### config.mk
export PLATFORM = sky130hd
export DESIGN_NAME = ppbm_top
export DESIGN_NICKNAME = d
export VERILOG_FILES = /design/src/ppbm_pkg.sv /design/src/ppbm_top.sv
export SDC_FILE = /design/constraint.sdc
export NUM_CORES = 1
export LEC_CHECK = 0
export ABC_AREA = 1
export BUFFER_PORTS_ARGS = -buffer_cell sky130_fd_sc_hd__buf_2
export CAP_MARGIN = 0
export CORE_ASPECT_RATIO = 0.7
export CORE_MARGIN = 4
export CORE_UTILIZATION = 44
export CTS_CLUSTER_SIZE = 14
export DETAILED_ROUTE_END_ITERATION = 10
export GPL_TIMING_DRIVEN = 0
export HOLD_SLACK_MARGIN = 0.12
export PLACE_DENSITY = 0.7
export SLEW_MARGIN = 0
export SYNTH_ARGS = -nofsm -noshare
export SYNTH_HDL_FRONTEND = slang
export SYNTH_SLANG_ARGS = --single-unit
### constraint.sdc
create_clock -name REF_CLK_I -period 8 [get_ports REF_CLK_I]
set_clock_uncertainty 0.15 [all_clocks]
set_input_delay 0.4 -clock REF_CLK_I [delete_from_list [all_inputs] [get_ports REF_CLK_I]]
set_output_delay 0.4 -clock REF_CLK_I [all_outputs]
set_load 0.01 [all_outputs]
### src/ppbm_pkg.sv
// Package for the parallel port and bus multiplexer block.
// Assumes a single 100 MHz core clock domain; also holds the register bus addresses and config bit positions.
package ppbm_pkg;
	localparam int PPBM_PORT_W = 8;
	localparam int PPBM_NPORTS = 4;
	localparam logic [7:0] PPBM_LATCH_RST = 8'hFF;
	localparam logic [7:0] PPBM_ALL_ONES = 8'hFF;
	localparam logic [7:0] PPBM_ALL_ZERO = 8'h00;
	// Strong transition pull-up time; one oscillator period is one core clock
	localparam int PPBM_OSC_PERIOD_NS = 10;
	localparam int PPBM_XPU_TIME_NS = 2 * PPBM_OSC_PERIOD_NS;
	localparam int PPBM_CLK_NS = 10;
	localparam int PPBM_XPU_CYC = (PPBM_XPU_TIME_NS + PPBM_CLK_NS - 1) / PPBM_CLK_NS;
	localparam logic [1:0] PPBM_XPU_LOAD = 2'(PPBM_XPU_CYC);
	// Wishbone register byte addresses
	localparam logic [4:0] PPBM_A_PORT0 = 5'h00;
	localparam logic [4:0] PPBM_A_PORT1 = 5'h04;
	localparam logic [4:0] PPBM_A_PORT2 = 5'h08;
	localparam logic [4:0] PPBM_A_PORT3 = 5'h0C;
	localparam logic [4:0] PPBM_A_CFG = 5'h10;
	// Config register bit positions
	localparam int PPBM_CFG_PAGE = 0;
	localparam int PPBM_CFG_RD_LO = 1;
	localparam int PPBM_CFG_RD_HI = 2;
	// Address width selects
	typedef enum logic [1:0] {PPBM_AW8, PPBM_AW16, PPBM_AW17, PPBM_AW18} ppbm_aw_t;
	// Port access op from the core
	typedef enum logic [2:0] {
		PPBM_OP_NONE, PPBM_OP_WRITE, PPBM_OP_RD_PIN, PPBM_OP_RMW_BYTE, PPBM_OP_RMW_BIT
	} ppbm_op_t;
	typedef enum logic [1:0] {PPBM_RMW_AND, PPBM_RMW_OR, PPBM_RMW_XOR, PPBM_RMW_LOAD} ppbm_alu_t;
	typedef enum logic [1:0] {PPBM_XK_FETCH, PPBM_XK_DREAD, PPBM_XK_DWRITE} ppbm_xkind_t;
	typedef struct packed {
		logic valid;
		ppbm_op_t op;
		logic [1:0] port;
		logic [2:0] bit_sel;
		logic bit_val;
		ppbm_alu_t alu;
		logic [7:0] data;
	} ppbm_req_t;
	typedef struct packed {
		logic start;
		ppbm_xkind_t kind;
		ppbm_aw_t aw;
		logic [17:0] addr;
		logic [7:0] wdata;
	} ppbm_xreq_t;
	typedef enum logic [2:0] {PPBM_S_IDLE, PPBM_S_ALE, PPBM_S_ADDR, PPBM_S_STROBE,
		PPBM_S_END} ppbm_xstate_t;
	typedef struct packed {
		logic [3:0][7:0] latch;
		logic [3:0][7:0] pin_m;
		logic [3:0][7:0] pin_s;
		logic [1:0][7:0][1:0] xpu_cnt;
		logic [1:0][7:0] keeper;
		logic [3:0][7:0] prev_latch;
		logic cfg_page;
		logic cfg_rd_lo;
		logic cfg_rd_hi;
		logic page_mode;
		ppbm_xstate_t xst;
		ppbm_xreq_t xr;
		logic [7:0] rd_data;
		logic rd_valid;
		logic [7:0] x_rdata;
		logic x_done;
		logic ale;
		logic program_store_strobe_n_n;
		logic rd_n;
		logic wr_n;
		logic [7:0] p0_o;
		logic [7:0] p0_oe;
		logic [7:0] p0_pu;
		logic [7:0] p2_o;
		logic [7:0] p2_oe;
		logic [7:0] p1_o;
		logic [7:0] p3_o;
		logic [7:0] p1_xpu;
		logic [7:0] p3_xpu;
		logic [7:0] p1_keep;
		logic [7:0] p3_keep;
		logic [7:0] p1_adr;
		logic [7:0] p3_adr;
		logic [1:0] a_hi;
		logic [31:0] wb_dat;
		logic wb_ack;
	} ppbm_state_t;
endpackage : ppbm_pkg

### src/ppbm_top.sv
// Four 8-bit parallel ports with an external address/data bus multiplexer.
// Operation
// - CPU write loads internal bus value into the port output latch.
// - Port read returns latch or pins, chosen by the access kind.
// - Logical, jump, complement, inc/dec and bit ops read the latch.
// - Bit move/clear/set reads all 8 latch bits, rewrites whole byte.
// - Each port line is independently input or output.
// - Latch one turns off pull-down so the pin can be input.
// - Quasi ports with latch one follow the alternate-function output.
// - External cycles drive bus ports from address/data, not latch; 8-bit cycles leave the high byte on its latch.
// - Bus ports give no general I/O while acting as bus.
// - Low-byte port pulls up only for bus ones; else open-drain.
// - Reset sets every latch bit to one; writing one restores input.
// - Read-modify-write updates latch at end; quasi-port pins change next cycle, bus-port pins with the latch.
// - Strong pull-up on for two oscillator periods after latch rises.
// - Pin sensed high enables keeper pull-up until sensed low.
// - Every external bus cycle writes FFh into the low-byte latch.
// - High-byte latch unchanged by bus; pins show it when idle.
// - Non-page: high=upper addr, low=addr/data; page: high=upper addr/data, low=low addr.
// - Data-carrying port is high impedance while receiving data.
// - Fetch uses program strobe; reads by config bits; writes use write strobe.
// - Data access address is 8, 16, 17 or 18 bits wide.
// - Address byte is valid while address latch enable is high.
// - Write data valid before write strobe falls, held until release.
// Assumes the core issues one port access or bus request at a time.
//
// Register access over Wishbone and the placing of the registers were decided locally.
`timescale 1ns/1ps
module ppbm_top
	import ppbm_pkg::*;
(
	// Clock and reset
	input wire logic REF_CLK_I,
	input wire logic RESET_I,
	input wire logic CLK_EN_I,
	// Wishbone slave
	input wire logic WB_CYC_I,
	input wire logic WB_STB_I,
	input wire logic WB_WE_I,
	input wire logic [4:0] WB_ADR_I,
	input wire logic [3:0] WB_SEL_I,
	input wire logic [31:0] WB_DAT_I,
	output logic [31:0] WB_DAT_O,
	output logic WB_ACK_O,
	// Core port access
	input wire ppbm_pkg::ppbm_req_t PORT_REQ_I,
	output logic [7:0] PORT_RDATA_O,
	output logic PORT_RVALID_O,
	// Core external bus request
	input wire ppbm_pkg::ppbm_xreq_t XBUS_REQ_I,
	input wire logic PAGE_MODE_I,
	output logic [7:0] XBUS_RDATA_O,
	output logic XBUS_DONE_O,
	// Alternate function outputs of quasi ports
	input wire logic [7:0] ALT1_OUT_I,
	input wire logic [7:0] ALT3_OUT_I,
	// Pins
	input wire logic [7:0] LOW_BYTE_BUS_PORT_I,
	output logic [7:0] LOW_BYTE_BUS_PORT_O,
	output logic [7:0] LOW_BYTE_BUS_PORT_OE_O,
	output logic [7:0] LOW_BYTE_PULLUP_O,
	input wire logic [7:0] QUASI_PORT_ONE_I,
	output logic [7:0] QUASI_PORT_ONE_O,
	output logic [7:0] QUASI_PORT_ONE_OE_O,
	output logic [7:0] QUASI_ONE_TRANSITION_PULLUP_O,
	output logic [7:0] QUASI_ONE_KEEPER_PULLUP_O,
	input wire logic [7:0] HIGH_BYTE_BUS_PORT_I,
	output logic [7:0] HIGH_BYTE_BUS_PORT_O,
	output logic [7:0] HIGH_BYTE_BUS_PORT_OE_O,
	input wire logic [7:0] QUASI_PORT_THREE_I,
	output logic [7:0] QUASI_PORT_THREE_O,
	output logic [7:0] QUASI_PORT_THREE_OE_O,
	output logic [7:0] QUASI_THREE_TRANSITION_PULLUP_O,
	output logic [7:0] QUASI_THREE_KEEPER_PULLUP_O,
	output logic [1:0] EXT_ADDR_HI_O,
	output logic ALE_O,
	output logic PROGRAM_STORE_STROBE_N_O,
	output logic READ_STROBE_N_O,
	output logic WRITE_STROBE_N_O
);
	import ppbm_pkg::*;

	ppbm_state_t s;
	ppbm_state_t next_s;
	logic [3:0][7:0] pins_raw;
	logic [7:0] cur;
	logic [7:0] mod;
	logic [7:0] bit_mask;
	logic bus_act;
	logic data_phase;
	logic read_strobe_sel;
	logic wb_hit;

	assign pins_raw = {QUASI_PORT_THREE_I, HIGH_BYTE_BUS_PORT_I, QUASI_PORT_ONE_I,
		LOW_BYTE_BUS_PORT_I};

	always_comb begin
		next_s = s;
		cur = s.latch[PORT_REQ_I.port];
		mod = cur;
		bit_mask = 8'h01 << PORT_REQ_I.bit_sel;
		read_strobe_sel = 1'b0;
		wb_hit = WB_CYC_I && WB_STB_I && !s.wb_ack;
		// Two-stage pin synchroniser; only the second stage is read
		next_s.pin_m = pins_raw;
		next_s.pin_s = s.pin_m;
		next_s.rd_valid = 1'b0;
		next_s.x_done = 1'b0;
		next_s.wb_ack = 1'b0;
		// Core port access
		if (PORT_REQ_I.valid) begin
			case (PORT_REQ_I.op)
				PPBM_OP_WRITE: begin
					next_s.latch[PORT_REQ_I.port] = PORT_REQ_I.data;
				end
				PPBM_OP_RD_PIN: begin
					next_s.rd_data = s.pin_s[PORT_REQ_I.port];
					next_s.rd_valid = 1'b1;
				end
				PPBM_OP_RMW_BYTE: begin
					case (PORT_REQ_I.alu)
						PPBM_RMW_AND: mod = cur & PORT_REQ_I.data;
						PPBM_RMW_OR: mod = cur | PORT_REQ_I.data;
						PPBM_RMW_XOR: mod = cur ^ PORT_REQ_I.data;
						default: mod = PORT_REQ_I.data;
					endcase
					next_s.rd_data = cur;
					next_s.rd_valid = 1'b1;
					next_s.latch[PORT_REQ_I.port] = mod;
				end
				PPBM_OP_RMW_BIT: begin
					mod = PORT_REQ_I.bit_val ? (cur | bit_mask) : (cur & ~bit_mask);
					next_s.rd_data = cur;
					next_s.rd_valid = 1'b1;
					next_s.latch[PORT_REQ_I.port] = mod;
				end
				default: begin
				end
			endcase
		end
		// Wishbone: ports at 0..C, config at 10; unmapped reads zero, still acked
		if (wb_hit) begin
			next_s.wb_ack = 1'b1;
			next_s.wb_dat = 32'h0000_0000;
			case (WB_ADR_I)
				PPBM_A_PORT0, PPBM_A_PORT1, PPBM_A_PORT2, PPBM_A_PORT3: begin
					if (WB_WE_I && WB_SEL_I[0]) begin
						next_s.latch[WB_ADR_I[3:2]] = WB_DAT_I[7:0];
					end
					next_s.wb_dat[7:0] = s.latch[WB_ADR_I[3:2]];
				end
				PPBM_A_CFG: begin
					if (WB_WE_I && WB_SEL_I[0]) begin
						next_s.cfg_page = WB_DAT_I[PPBM_CFG_PAGE];
						next_s.cfg_rd_lo = WB_DAT_I[PPBM_CFG_RD_LO];
						next_s.cfg_rd_hi = WB_DAT_I[PPBM_CFG_RD_HI];
					end
					next_s.wb_dat[PPBM_CFG_PAGE] = s.page_mode;
					next_s.wb_dat[PPBM_CFG_RD_LO] = s.cfg_rd_lo;
					next_s.wb_dat[PPBM_CFG_RD_HI] = s.cfg_rd_hi;
				end
				default: begin
				end
			endcase
		end
		// External bus sequencer
		case (s.xst)
			PPBM_S_IDLE: begin
				if (XBUS_REQ_I.start) begin
					next_s.xr = XBUS_REQ_I;
					next_s.page_mode = PAGE_MODE_I | s.cfg_page;
					next_s.latch[0] = PPBM_ALL_ONES;
					next_s.xst = PPBM_S_ALE;
				end
			end
			PPBM_S_ALE: next_s.xst = PPBM_S_ADDR;
			PPBM_S_ADDR: next_s.xst = PPBM_S_STROBE;
			PPBM_S_STROBE: begin
				next_s.xst = PPBM_S_END;
			end
			PPBM_S_END: begin
				// Sync delay: the second stage now holds the pins of the PPBM_S_ADDR cycle, the one before the strobe
				next_s.x_rdata = s.page_mode ? s.pin_s[2] : s.pin_s[0];
				next_s.x_done = 1'b1;
				next_s.xst = PPBM_S_IDLE;
			end
			default: next_s.xst = PPBM_S_IDLE;
		endcase
		bus_act = (next_s.xst != PPBM_S_IDLE);
		data_phase = (next_s.xst == PPBM_S_ADDR) || (next_s.xst == PPBM_S_STROBE);
		// Read strobe used for data reads only when both config bits are set
		read_strobe_sel = next_s.cfg_rd_lo & next_s.cfg_rd_hi;
		next_s.ale = (next_s.xst == PPBM_S_ALE);
		next_s.program_store_strobe_n_n = !((next_s.xst == PPBM_S_STROBE) && ((next_s.xr.kind == PPBM_XK_FETCH) ||
			((next_s.xr.kind == PPBM_XK_DREAD) && !read_strobe_sel)));
		next_s.rd_n = !((next_s.xst == PPBM_S_STROBE) && (next_s.xr.kind == PPBM_XK_DREAD) &&
			read_strobe_sel);
		next_s.wr_n = !((next_s.xst == PPBM_S_STROBE) && (next_s.xr.kind == PPBM_XK_DWRITE));
		// Address width: 8-bit leaves high byte to its latch
		case (next_s.xr.aw)
			PPBM_AW18: next_s.a_hi = next_s.xr.addr[17:16];
			PPBM_AW17: next_s.a_hi = {1'b0, next_s.xr.addr[16]};
			default: next_s.a_hi = 2'b00;
		endcase
		// Low-byte bus port
		if (bus_act) begin
			if (!next_s.page_mode && data_phase) begin
				next_s.p0_o = next_s.xr.wdata;
				next_s.p0_oe = (next_s.xr.kind == PPBM_XK_DWRITE) ? PPBM_ALL_ONES
					: PPBM_ALL_ZERO;
			end else begin
				next_s.p0_o = next_s.xr.addr[7:0];
				next_s.p0_oe = PPBM_ALL_ONES;
			end
			next_s.p0_pu = next_s.p0_o & next_s.p0_oe;
		end else begin
			// Open-drain: drive only zeros, never pull up
			next_s.p0_o = PPBM_ALL_ZERO;
			next_s.p0_oe = ~next_s.latch[0];
			next_s.p0_pu = PPBM_ALL_ZERO;
		end
		// High-byte bus port
		if (bus_act && (next_s.xr.aw != PPBM_AW8)) begin
			if (next_s.page_mode && data_phase) begin
				next_s.p2_o = next_s.xr.wdata;
				next_s.p2_oe = (next_s.xr.kind == PPBM_XK_DWRITE) ? PPBM_ALL_ONES
					: PPBM_ALL_ZERO;
			end else begin
				next_s.p2_o = next_s.xr.addr[15:8];
				next_s.p2_oe = PPBM_ALL_ONES;
			end
		end else begin
			next_s.p2_o = PPBM_ALL_ZERO;
			next_s.p2_oe = ~next_s.latch[2];
		end
		// Quasi ports: latch zero pulls down; latch one yields to alternate output
		next_s.p1_o = PPBM_ALL_ZERO;
		next_s.p3_o = PPBM_ALL_ZERO;
		// Drivers follow the registered latch, so pins move a cycle after it
		next_s.p1_adr = ~(s.latch[1] & ALT1_OUT_I);
		for (int i = 0; i < 4; i++) begin
			next_s.prev_latch[i] = next_s.latch[i];
		end
		for (int b = 0; b < PPBM_PORT_W; b++) begin
			for (int q = 0; q < 2; q++) begin
				if (next_s.latch[2 * q + 1][b] && !s.prev_latch[2 * q + 1][b]) begin
					next_s.xpu_cnt[q][b] = PPBM_XPU_LOAD;
				end else if (s.xpu_cnt[q][b] != 2'b00) begin
					next_s.xpu_cnt[q][b] = s.xpu_cnt[q][b] - 2'b01;
				end
				next_s.keeper[q][b] = s.pin_s[2 * q + 1][b];
			end
		end
		next_s.p3_adr = ~(s.latch[3] & ALT3_OUT_I);
		next_s.p1_xpu = {next_s.xpu_cnt[0][7] != 2'b00, next_s.xpu_cnt[0][6] != 2'b00,
			next_s.xpu_cnt[0][5] != 2'b00, next_s.xpu_cnt[0][4] != 2'b00,
			next_s.xpu_cnt[0][3] != 2'b00, next_s.xpu_cnt[0][2] != 2'b00,
			next_s.xpu_cnt[0][1] != 2'b00, next_s.xpu_cnt[0][0] != 2'b00};
		next_s.p3_xpu = {next_s.xpu_cnt[1][7] != 2'b00, next_s.xpu_cnt[1][6] != 2'b00,
			next_s.xpu_cnt[1][5] != 2'b00, next_s.xpu_cnt[1][4] != 2'b00,
			next_s.xpu_cnt[1][3] != 2'b00, next_s.xpu_cnt[1][2] != 2'b00,
			next_s.xpu_cnt[1][1] != 2'b00, next_s.xpu_cnt[1][0] != 2'b00};
		next_s.p1_keep = next_s.keeper[0] & next_s.latch[1];
		next_s.p3_keep = next_s.keeper[1] & next_s.latch[3];
	end

	always_ff @(posedge REF_CLK_I or posedge RESET_I) begin
		if (RESET_I) begin
			s <= '0;
			s.latch <= {PPBM_NPORTS{PPBM_LATCH_RST}};
			s.prev_latch <= {PPBM_NPORTS{PPBM_LATCH_RST}};
			s.pin_m <= {PPBM_NPORTS{PPBM_ALL_ONES}};
			s.pin_s <= {PPBM_NPORTS{PPBM_ALL_ONES}};
			s.keeper <= {2{PPBM_ALL_ONES}};
			s.p1_keep <= PPBM_ALL_ONES;
			s.p3_keep <= PPBM_ALL_ONES;
			s.program_store_strobe_n_n <= 1'b1;
			s.rd_n <= 1'b1;
			s.wr_n <= 1'b1;
			s.xst <= PPBM_S_IDLE;
		end else if (CLK_EN_I) begin
			s <= next_s;
		end
	end

	// Quasi-port pins register one clock after the latch, so RMW results show next cycle; bus-port enables move with the latch
	assign LOW_BYTE_BUS_PORT_O = s.p0_o;
	assign LOW_BYTE_BUS_PORT_OE_O = s.p0_oe;
	assign LOW_BYTE_PULLUP_O = s.p0_pu;
	assign HIGH_BYTE_BUS_PORT_O = s.p2_o;
	assign HIGH_BYTE_BUS_PORT_OE_O = s.p2_oe;
	assign QUASI_PORT_ONE_O = s.p1_o;
	assign QUASI_PORT_ONE_OE_O = s.p1_adr;
	assign QUASI_ONE_TRANSITION_PULLUP_O = s.p1_xpu;
	assign QUASI_ONE_KEEPER_PULLUP_O = s.p1_keep;
	assign QUASI_PORT_THREE_O = s.p3_o;
	assign QUASI_PORT_THREE_OE_O = s.p3_adr;
	assign QUASI_THREE_TRANSITION_PULLUP_O = s.p3_xpu;
	assign QUASI_THREE_KEEPER_PULLUP_O = s.p3_keep;
	assign EXT_ADDR_HI_O = s.a_hi;
	assign ALE_O = s.ale;
	assign PROGRAM_STORE_STROBE_N_O = s.program_store_strobe_n_n;
	assign READ_STROBE_N_O = s.rd_n;
	assign WRITE_STROBE_N_O = s.wr_n;
	assign PORT_RDATA_O = s.rd_data;
	assign PORT_RVALID_O = s.rd_valid;
	assign XBUS_RDATA_O = s.x_rdata;
	assign XBUS_DONE_O = s.x_done;
	assign WB_DAT_O = s.wb_dat;
	assign WB_ACK_O = s.wb_ack;
endmodule : ppbm_top

; ---- Yosys cells after proc, flatten, opt, wreduce, memory -nomap -nowiden
; Cells that the tools add are included.
[classes]
n_shift = 1
n_eq_ne = 21
add_sub_neg = 16
n_lt_le_gt_ge = 4
mux = 78
bitwise_logic = 17
n_reduce_logical = 99
[ops]
columns = operator, count
row1 = $bwmux 32, 4
row2 = $mux 32, 4
row3 = $mux 8, 12
row4 = $pmux 32 s3, 1
row5 = $mux 2, 35
row6 = $reduce_bool 2->1, 34
row7 = $mux 16, 4
row8 = $and 8x8->8, 7
row9 = $bmux 8 s2, 3
row10 = $not 8->8, 5
row11 = $mux 35, 1
row12 = $demux 8 s2, 2
row13 = $sub 2x1->2 const B, 16
row14 = $mux 30, 1
row15 = $logic_and 1x1->1, 29
row16 = $mux 24, 1
row17 = $pmux 8 s3, 1
row18 = $logic_not 1->1, 22
row19 = $eq 3x2->1 const B, 6
row20 = $pmux 9 s2, 1
row21 = $or 8x8->8, 2
row22 = $pmux 3 s4, 1
row23 = $eq 5x4->1 const B, 2
row24 = $eq 3x1->1 const B, 3
row25 = 25 further kinds, 39
[word_totals]
register_bits = 287
wordCells = 296
in_bits = 147

; ---- Logic depth before layout (Yosys ltp)
[depth]
ltp_word = 17
ltp_mapped = 21
ltp_nobuf = 20

; ---- Least setup slack after synthesis
; No wires, ideal clock.
[synth_path]
kind = in2reg
startpoint = in PORT_REQ_I[14] in the netlist's numbering
endpoint = reg s, in the netlist QUASI_ONE_TRANSITION_PULLUP_O[5]
path_slack_ns = 5.575
stages = 19
setup_time_ns = 0.121
t_arrival_ns = 2.154
t_required_ns = 7.729
path_buffers = 2
path_cell_list = buf_6 > buf_4 > o21ai_0 > nand2_1 > nand2_1 > inv_1 > ha_1 > o21ai_0 > nand3_1 > nand2_1 > nand2_1 > a21oi_1 > nand2_1 > nand2_1 > nand2_1 > nand3_1 > nand2_1 > nand2_1 > nand2_1
[synth_via]
elab_chain_cells = 16
word_cells_on_any_way = 28
cone_classes = 2 x order compare / 18 x mux / 5 x bitwise / 3 x reduce/logical
[synth_rtl]
columns = element, line
row1 = from (decl), ppbm_top.sv:46  ; input wire ppbm_pkg::ppbm_req_t PORT_REQ_I,
row2 = $bmux 8 s2, ppbm_top.sv:99  ; cur = s.latch[PORT_REQ_I.port];
row3 = $mux 8 (implied by the code), ppbm_top.sv:99
row4 = "$xor 8x8->8, or another cell as far along", ppbm_top.sv:124  ; PPBM_RMW_XOR: mod = cur ^ PORT_REQ_I.data;
row5 = $pmux 8 s3, ppbm_top.sv:121  ; case (PORT_REQ_I.alu)
row6 = $mux 8, ppbm_top.sv:112  ; case (PORT_REQ_I.op)
row7 = $mux 8, ppbm_top.sv:111  ; if (PORT_REQ_I.valid) begin
row8 = $bwmux 32, ppbm_top.sv:129  ; next_s.latch[PORT_REQ_I.port] = mod;
row9 = $pmux 32 s3 *, ppbm_top.sv:112
row10 = $mux 32 *, ppbm_top.sv:111
row11 = $bwmux 32, ppbm_top.sv:148  ; next_s.latch[WB_ADR_I[3:2]] = WB_DAT_I[7:0];
row12 = $mux 32, ppbm_top.sv:147  ; if (WB_WE_I && WB_SEL_I[0]) begin
row13 = $mux 32, ppbm_top.sv:145  ; case (WB_ADR_I)
row14 = $mux 32 *, ppbm_top.sv:142  ; if (wb_hit) begin
row15 = $logic_and 1x1->1 *, ppbm_top.sv:246  ; if (next_s.latch[2 * q + 1][b] && !s.prev_latch[2 * q + 1][b]) begin
row16 = $mux 2 *, ppbm_top.sv:246
row17 = $reduce_bool 2->1 *, ppbm_top.sv:256  ; next_s.xpu_cnt[0][5] != 2'b00, next_s.xpu_cnt[0][4] != 2'b00,
row18 = to (signal assigned), ppbm_top.sv:282  ; s <= next_s;
row19 = to (decl), ppbm_top.sv:83  ; ppbm_state_t s;
; Every way passes the cells marked *; elsewhere a longest branch is shown, timed or not. The select of a mux whose other input is x is not followed.
; A chain may end at the register's enable or synchronous reset.

; ---- Worst setup path in the final report
[layout_path]
startpoint = reg s[348] in the netlist's numbering
endpoint = reg s, in the netlist QUASI_THREE_TRANSITION_PULLUP_O[5]
[layout_via]
elab_chain_cells = 16
word_cells_on_any_way = 22
cone_classes = 15 x mux / 5 x bitwise / 2 x reduce/logical
[layout_rtl]
columns = element, line
row1 = $bmux 8 s2 *, ppbm_top.sv:99
row2 = $mux 8 (implied by the code) *, ppbm_top.sv:99
row3 = "$xor 8x8->8, or another cell as far along", ppbm_top.sv:124
row4 = $pmux 8 s3, ppbm_top.sv:121
row5 = $mux 8, ppbm_top.sv:112
row6 = $mux 8, ppbm_top.sv:111
row7 = $bwmux 32, ppbm_top.sv:129
row8 = $pmux 32 s3 *, ppbm_top.sv:112
row9 = $mux 32 *, ppbm_top.sv:111
row10 = $bwmux 32, ppbm_top.sv:148
row11 = $mux 32, ppbm_top.sv:147
row12 = $mux 32, ppbm_top.sv:145
row13 = $mux 32 *, ppbm_top.sv:142
row14 = $logic_and 1x1->1 *, ppbm_top.sv:246
row15 = $mux 2 *, ppbm_top.sv:246
row16 = $reduce_bool 2->1 *, ppbm_top.sv:260  ; next_s.xpu_cnt[1][5] != 2'b00, next_s.xpu_cnt[1][4] != 2'b00,
; Marks and branches as above.

==> impl_metrics.tcl <==
set metrics [dict create \
    fin_hold_ws_ns 0.151 \
    tightest_slew_ns 1.17 \
    dieArea_um2 40100 \
    comb_power_share 0.354 \
    worst_setup_path_end_kind "flop" \
    reg2reg_depth 18 \
    leakagePower_uw 0.0103 \
    final_cells 3055 \
    cp.required_ns 8.32 \
    fin_crit_ns 3.29 \
    finalNetCount 2715 \
    yosysWarnings 0 \
    final_util 0.555 \
    grt_pass1_vias 15700 \
    r2r_end "QUASI_THREE_TRANSITION_PULLUP_O[5]" \
    grt_max_degree 44 \
    cts_buffer_depth 3 \
    htreeDepth 1 \
    dp.cells 2917 \
    ys_ff_latch 286 \
    drv_cap 0 \
    period_share 0.411 \
    start_util 0.449 \
    dr.pass1.iters 6 \
    core_area_um2 36200 \
    max-slew-margin-rel 0.222 \
    rrSetupSlack_ns 4.71 \
    drc_errors 0 \
    swShare 0.374 \
    final-hold-violation-count 0 \
    n_antenna_cell 0 \
    area_growth_syn_to_layout_pct 23.6 \
    timing.fmax_mhz 304 \
    ys.flop_type "dfrtp_1" \
    p_seq_frac 0.393 \
    peakVddDrop_mv 0.208 \
    cp_max_fo 4 \
    antenna_found_initial 2 \
    rows 58 \
    path_class "reg2reg" \
    tritoncts "built" \
    setup_viol 0 \
    internal_power_uw 3370 \
    worstReg2RegStart "s[348]" \
    io_pins 308 \
    startpoint "s[348]" \
    num_vias 16100 \
    clkLatencyLatePin_ns 0.60 \
    die_h_um 169 \
    regMostFlops "s" \
    hpwl_um 45400 \
    dpl_worst_slack_ns 4.70 \
    numCtsBuffers 29 \
    postSynthAreaPerCell_um2 7.53 \
    drive_above_1_share 0.247 \
    fin_setup_tns_ns 0 \
    p_clk_frac 0.253 \
    routabilityCongestion 0.984 \
    grt_pass1_wl_um 89900 \
    worstPathArrival_ns 3.61 \
    syn_area_um2 16300 \
    synth_enable_flop_cells 0 \
    wire_per_inst_um 19.5 \
    viasPerCell 5.26 \
    postCtsSetupBuffers 0 \
    postRouteAntennaNets 0 \
    seq_area_frac_synth 0.449 \
    drv_slew 0 \
    path_clk_slew_ns 0.08 \
    track_usage 0.288 \
    rsz0062_at_grt "false" \
    hold_class "in2reg" \
    clockRootBuffer "clkbuf_16" \
    synthCells 2158 \
    die_w_um 238 \
    outcome "completed" \
    port-buffer-count 233 \
    endpoint "QUASI_THREE_TRANSITION_PULLUP_O[5]" \
    drt_iter0_drc 1596 \
    ys_async_sr_fraction 1.00 \
    fin_ws_ns 4.71 \
    p_switching_uw 2010 \
    wirelength_um 59500 \
    start_kind "flop" \
    powerDensity_nw_per_um2 268 \
    synth_cell_type_count 47 \
    largest_reg_flops 117 \
    cts_sinks 286 \
    overflow 0 \
]
-- routing by layer --
metal | up-vias | routed length [µm] | GRT usage
met3 | 116 | 5810 | 0.0700
met4 | 6 | 2130 | 0.0911
met1 | 7655 | 26200 | 0.414
met2 | 746 | 25300 | 0.431
li1 | 7555 | - | -
met5 | - | 91 | 0.0121
-- how the worst min path moves through the flow --
stage	start	endpoint	slack, ns	cells after the start
after detailed placement	next_s[292]	next_s[292]	0.31	2
final	XBUS_REQ_I[26]	s[187]	0.15	4
after floorplan	next_s[279]	next_s[279]	0.29	2
after global placement	next_s[290]	next_s[290]	0.30	2
after CTS	WB_ADR_I[0]	WB_DAT_O[4]	0.14	5
after global routing	WB_DAT_I[0]	s[198]	0.17	3
-- metrics by stage --
stage / total power (µW) / instance area (µm²)
after floorplan: 3290 / 16400
after global placement: 3910 / 18200
after detailed placement: 3970 / 18300
after CTS: 5370 / 20100
after global routing: 5690 / 20100
final: 5380 / 20100
-- cell families after synthesis --
| kind of cell | share of synthesized area |
|---|---|
| AND/OR/NAND/NOR | 0.244 |
| buffers and inverters | 0.144 |
| AO/OA/AOI/OAI | 0.143 |
| flip-flops | 0.449 |
| adder cells (fa/ha/maj) | 0.0123 |
| multiplexers | 0.00770 |
| other | 0.000231 |
-- power groups by stage --
| stage | Sequential, µW | Combinational [µW] | Clock [µW] |
|---|---|---|---|
| global placement | 2110 | 1800 | 0 |
| floorplan | 2040 | 1260 | 0 |
| detailed placement | 2120 | 1850 | 0 |
| CTS | 2110 | 1890 | 1380 |
| finish | 2120 | 1900 | 1360 |
| global route | 2150 | 2110 | 1430 |
-- cell type report --
type                       instances  area, µm²
buffer                           249       1590
tap                              480        601
multi-input combinational       1463       6770
timing repair buffer             324       2150
clock inverter                    10       73.8
inverter                         199        751
sequential                       286       7300
fill                            3411      16100
clock buffer                      44        872
-- layout by cell type, fill, tap and decap left out, drive strengths merged, types with 74 or more instances in the layout --
cell           n
buf          433
nand3        118
nand2        747
o21ai        233
dfstp        115
dlygate4sd3   84
nor2          74
dfrtp        171
inv          198
clkbuf       100
a21oi        110
-- synthesized netlist by cell type, drive strengths merged, types with 2 or more instances --
cell	instances	area share
or2	2	0.00092
o22ai	24	0.0092
a21oi	110	0.034
ha	16	0.012
nor2	74	0.020
mux2i	3	0.0028
nand4	20	0.0077
a31oi	19	0.0073
o211ai	16	0.0077
buf	193	0.085
inv	198	0.046
a22oi	18	0.0083
clkbuf	56	0.013
dfrtp	171	0.26
nor3	7	0.0035
nand2	747	0.17
mux2	7	0.0048
dfstp	115	0.19
o2111ai	5	0.0027
nand3	118	0.038
o21ai	233	0.072
-- critical path, cell delays in order (launching register included) --
cell     delay (ns)
dfstp_2        0.55
inv_1          0.07
o21ai_0        0.17
nand2_1        0.08
nand2_1        0.21
inv_1          0.12
ha_1           0.28
o21ai_0        0.18
nand3_1        0.09
nand2_1        0.26
nand2_1        0.09
a21oi_1        0.26
nand2_1        0.14
nand2_1        0.08
nand2_1        0.06
nand3_1        0.16
nand2_1        0.08
nand2_1        0.08
nand2_1        0.06
-- what timing repair did --
item | 4_1_cts | 5_1_grt
hold buffers | 84 | 0
gates resized for setup | 0 | 0
endpoints found under the setup margin | 0 | 0
hold endpoints to repair | 124 | 0
Power figures use the tool's default switching activity.
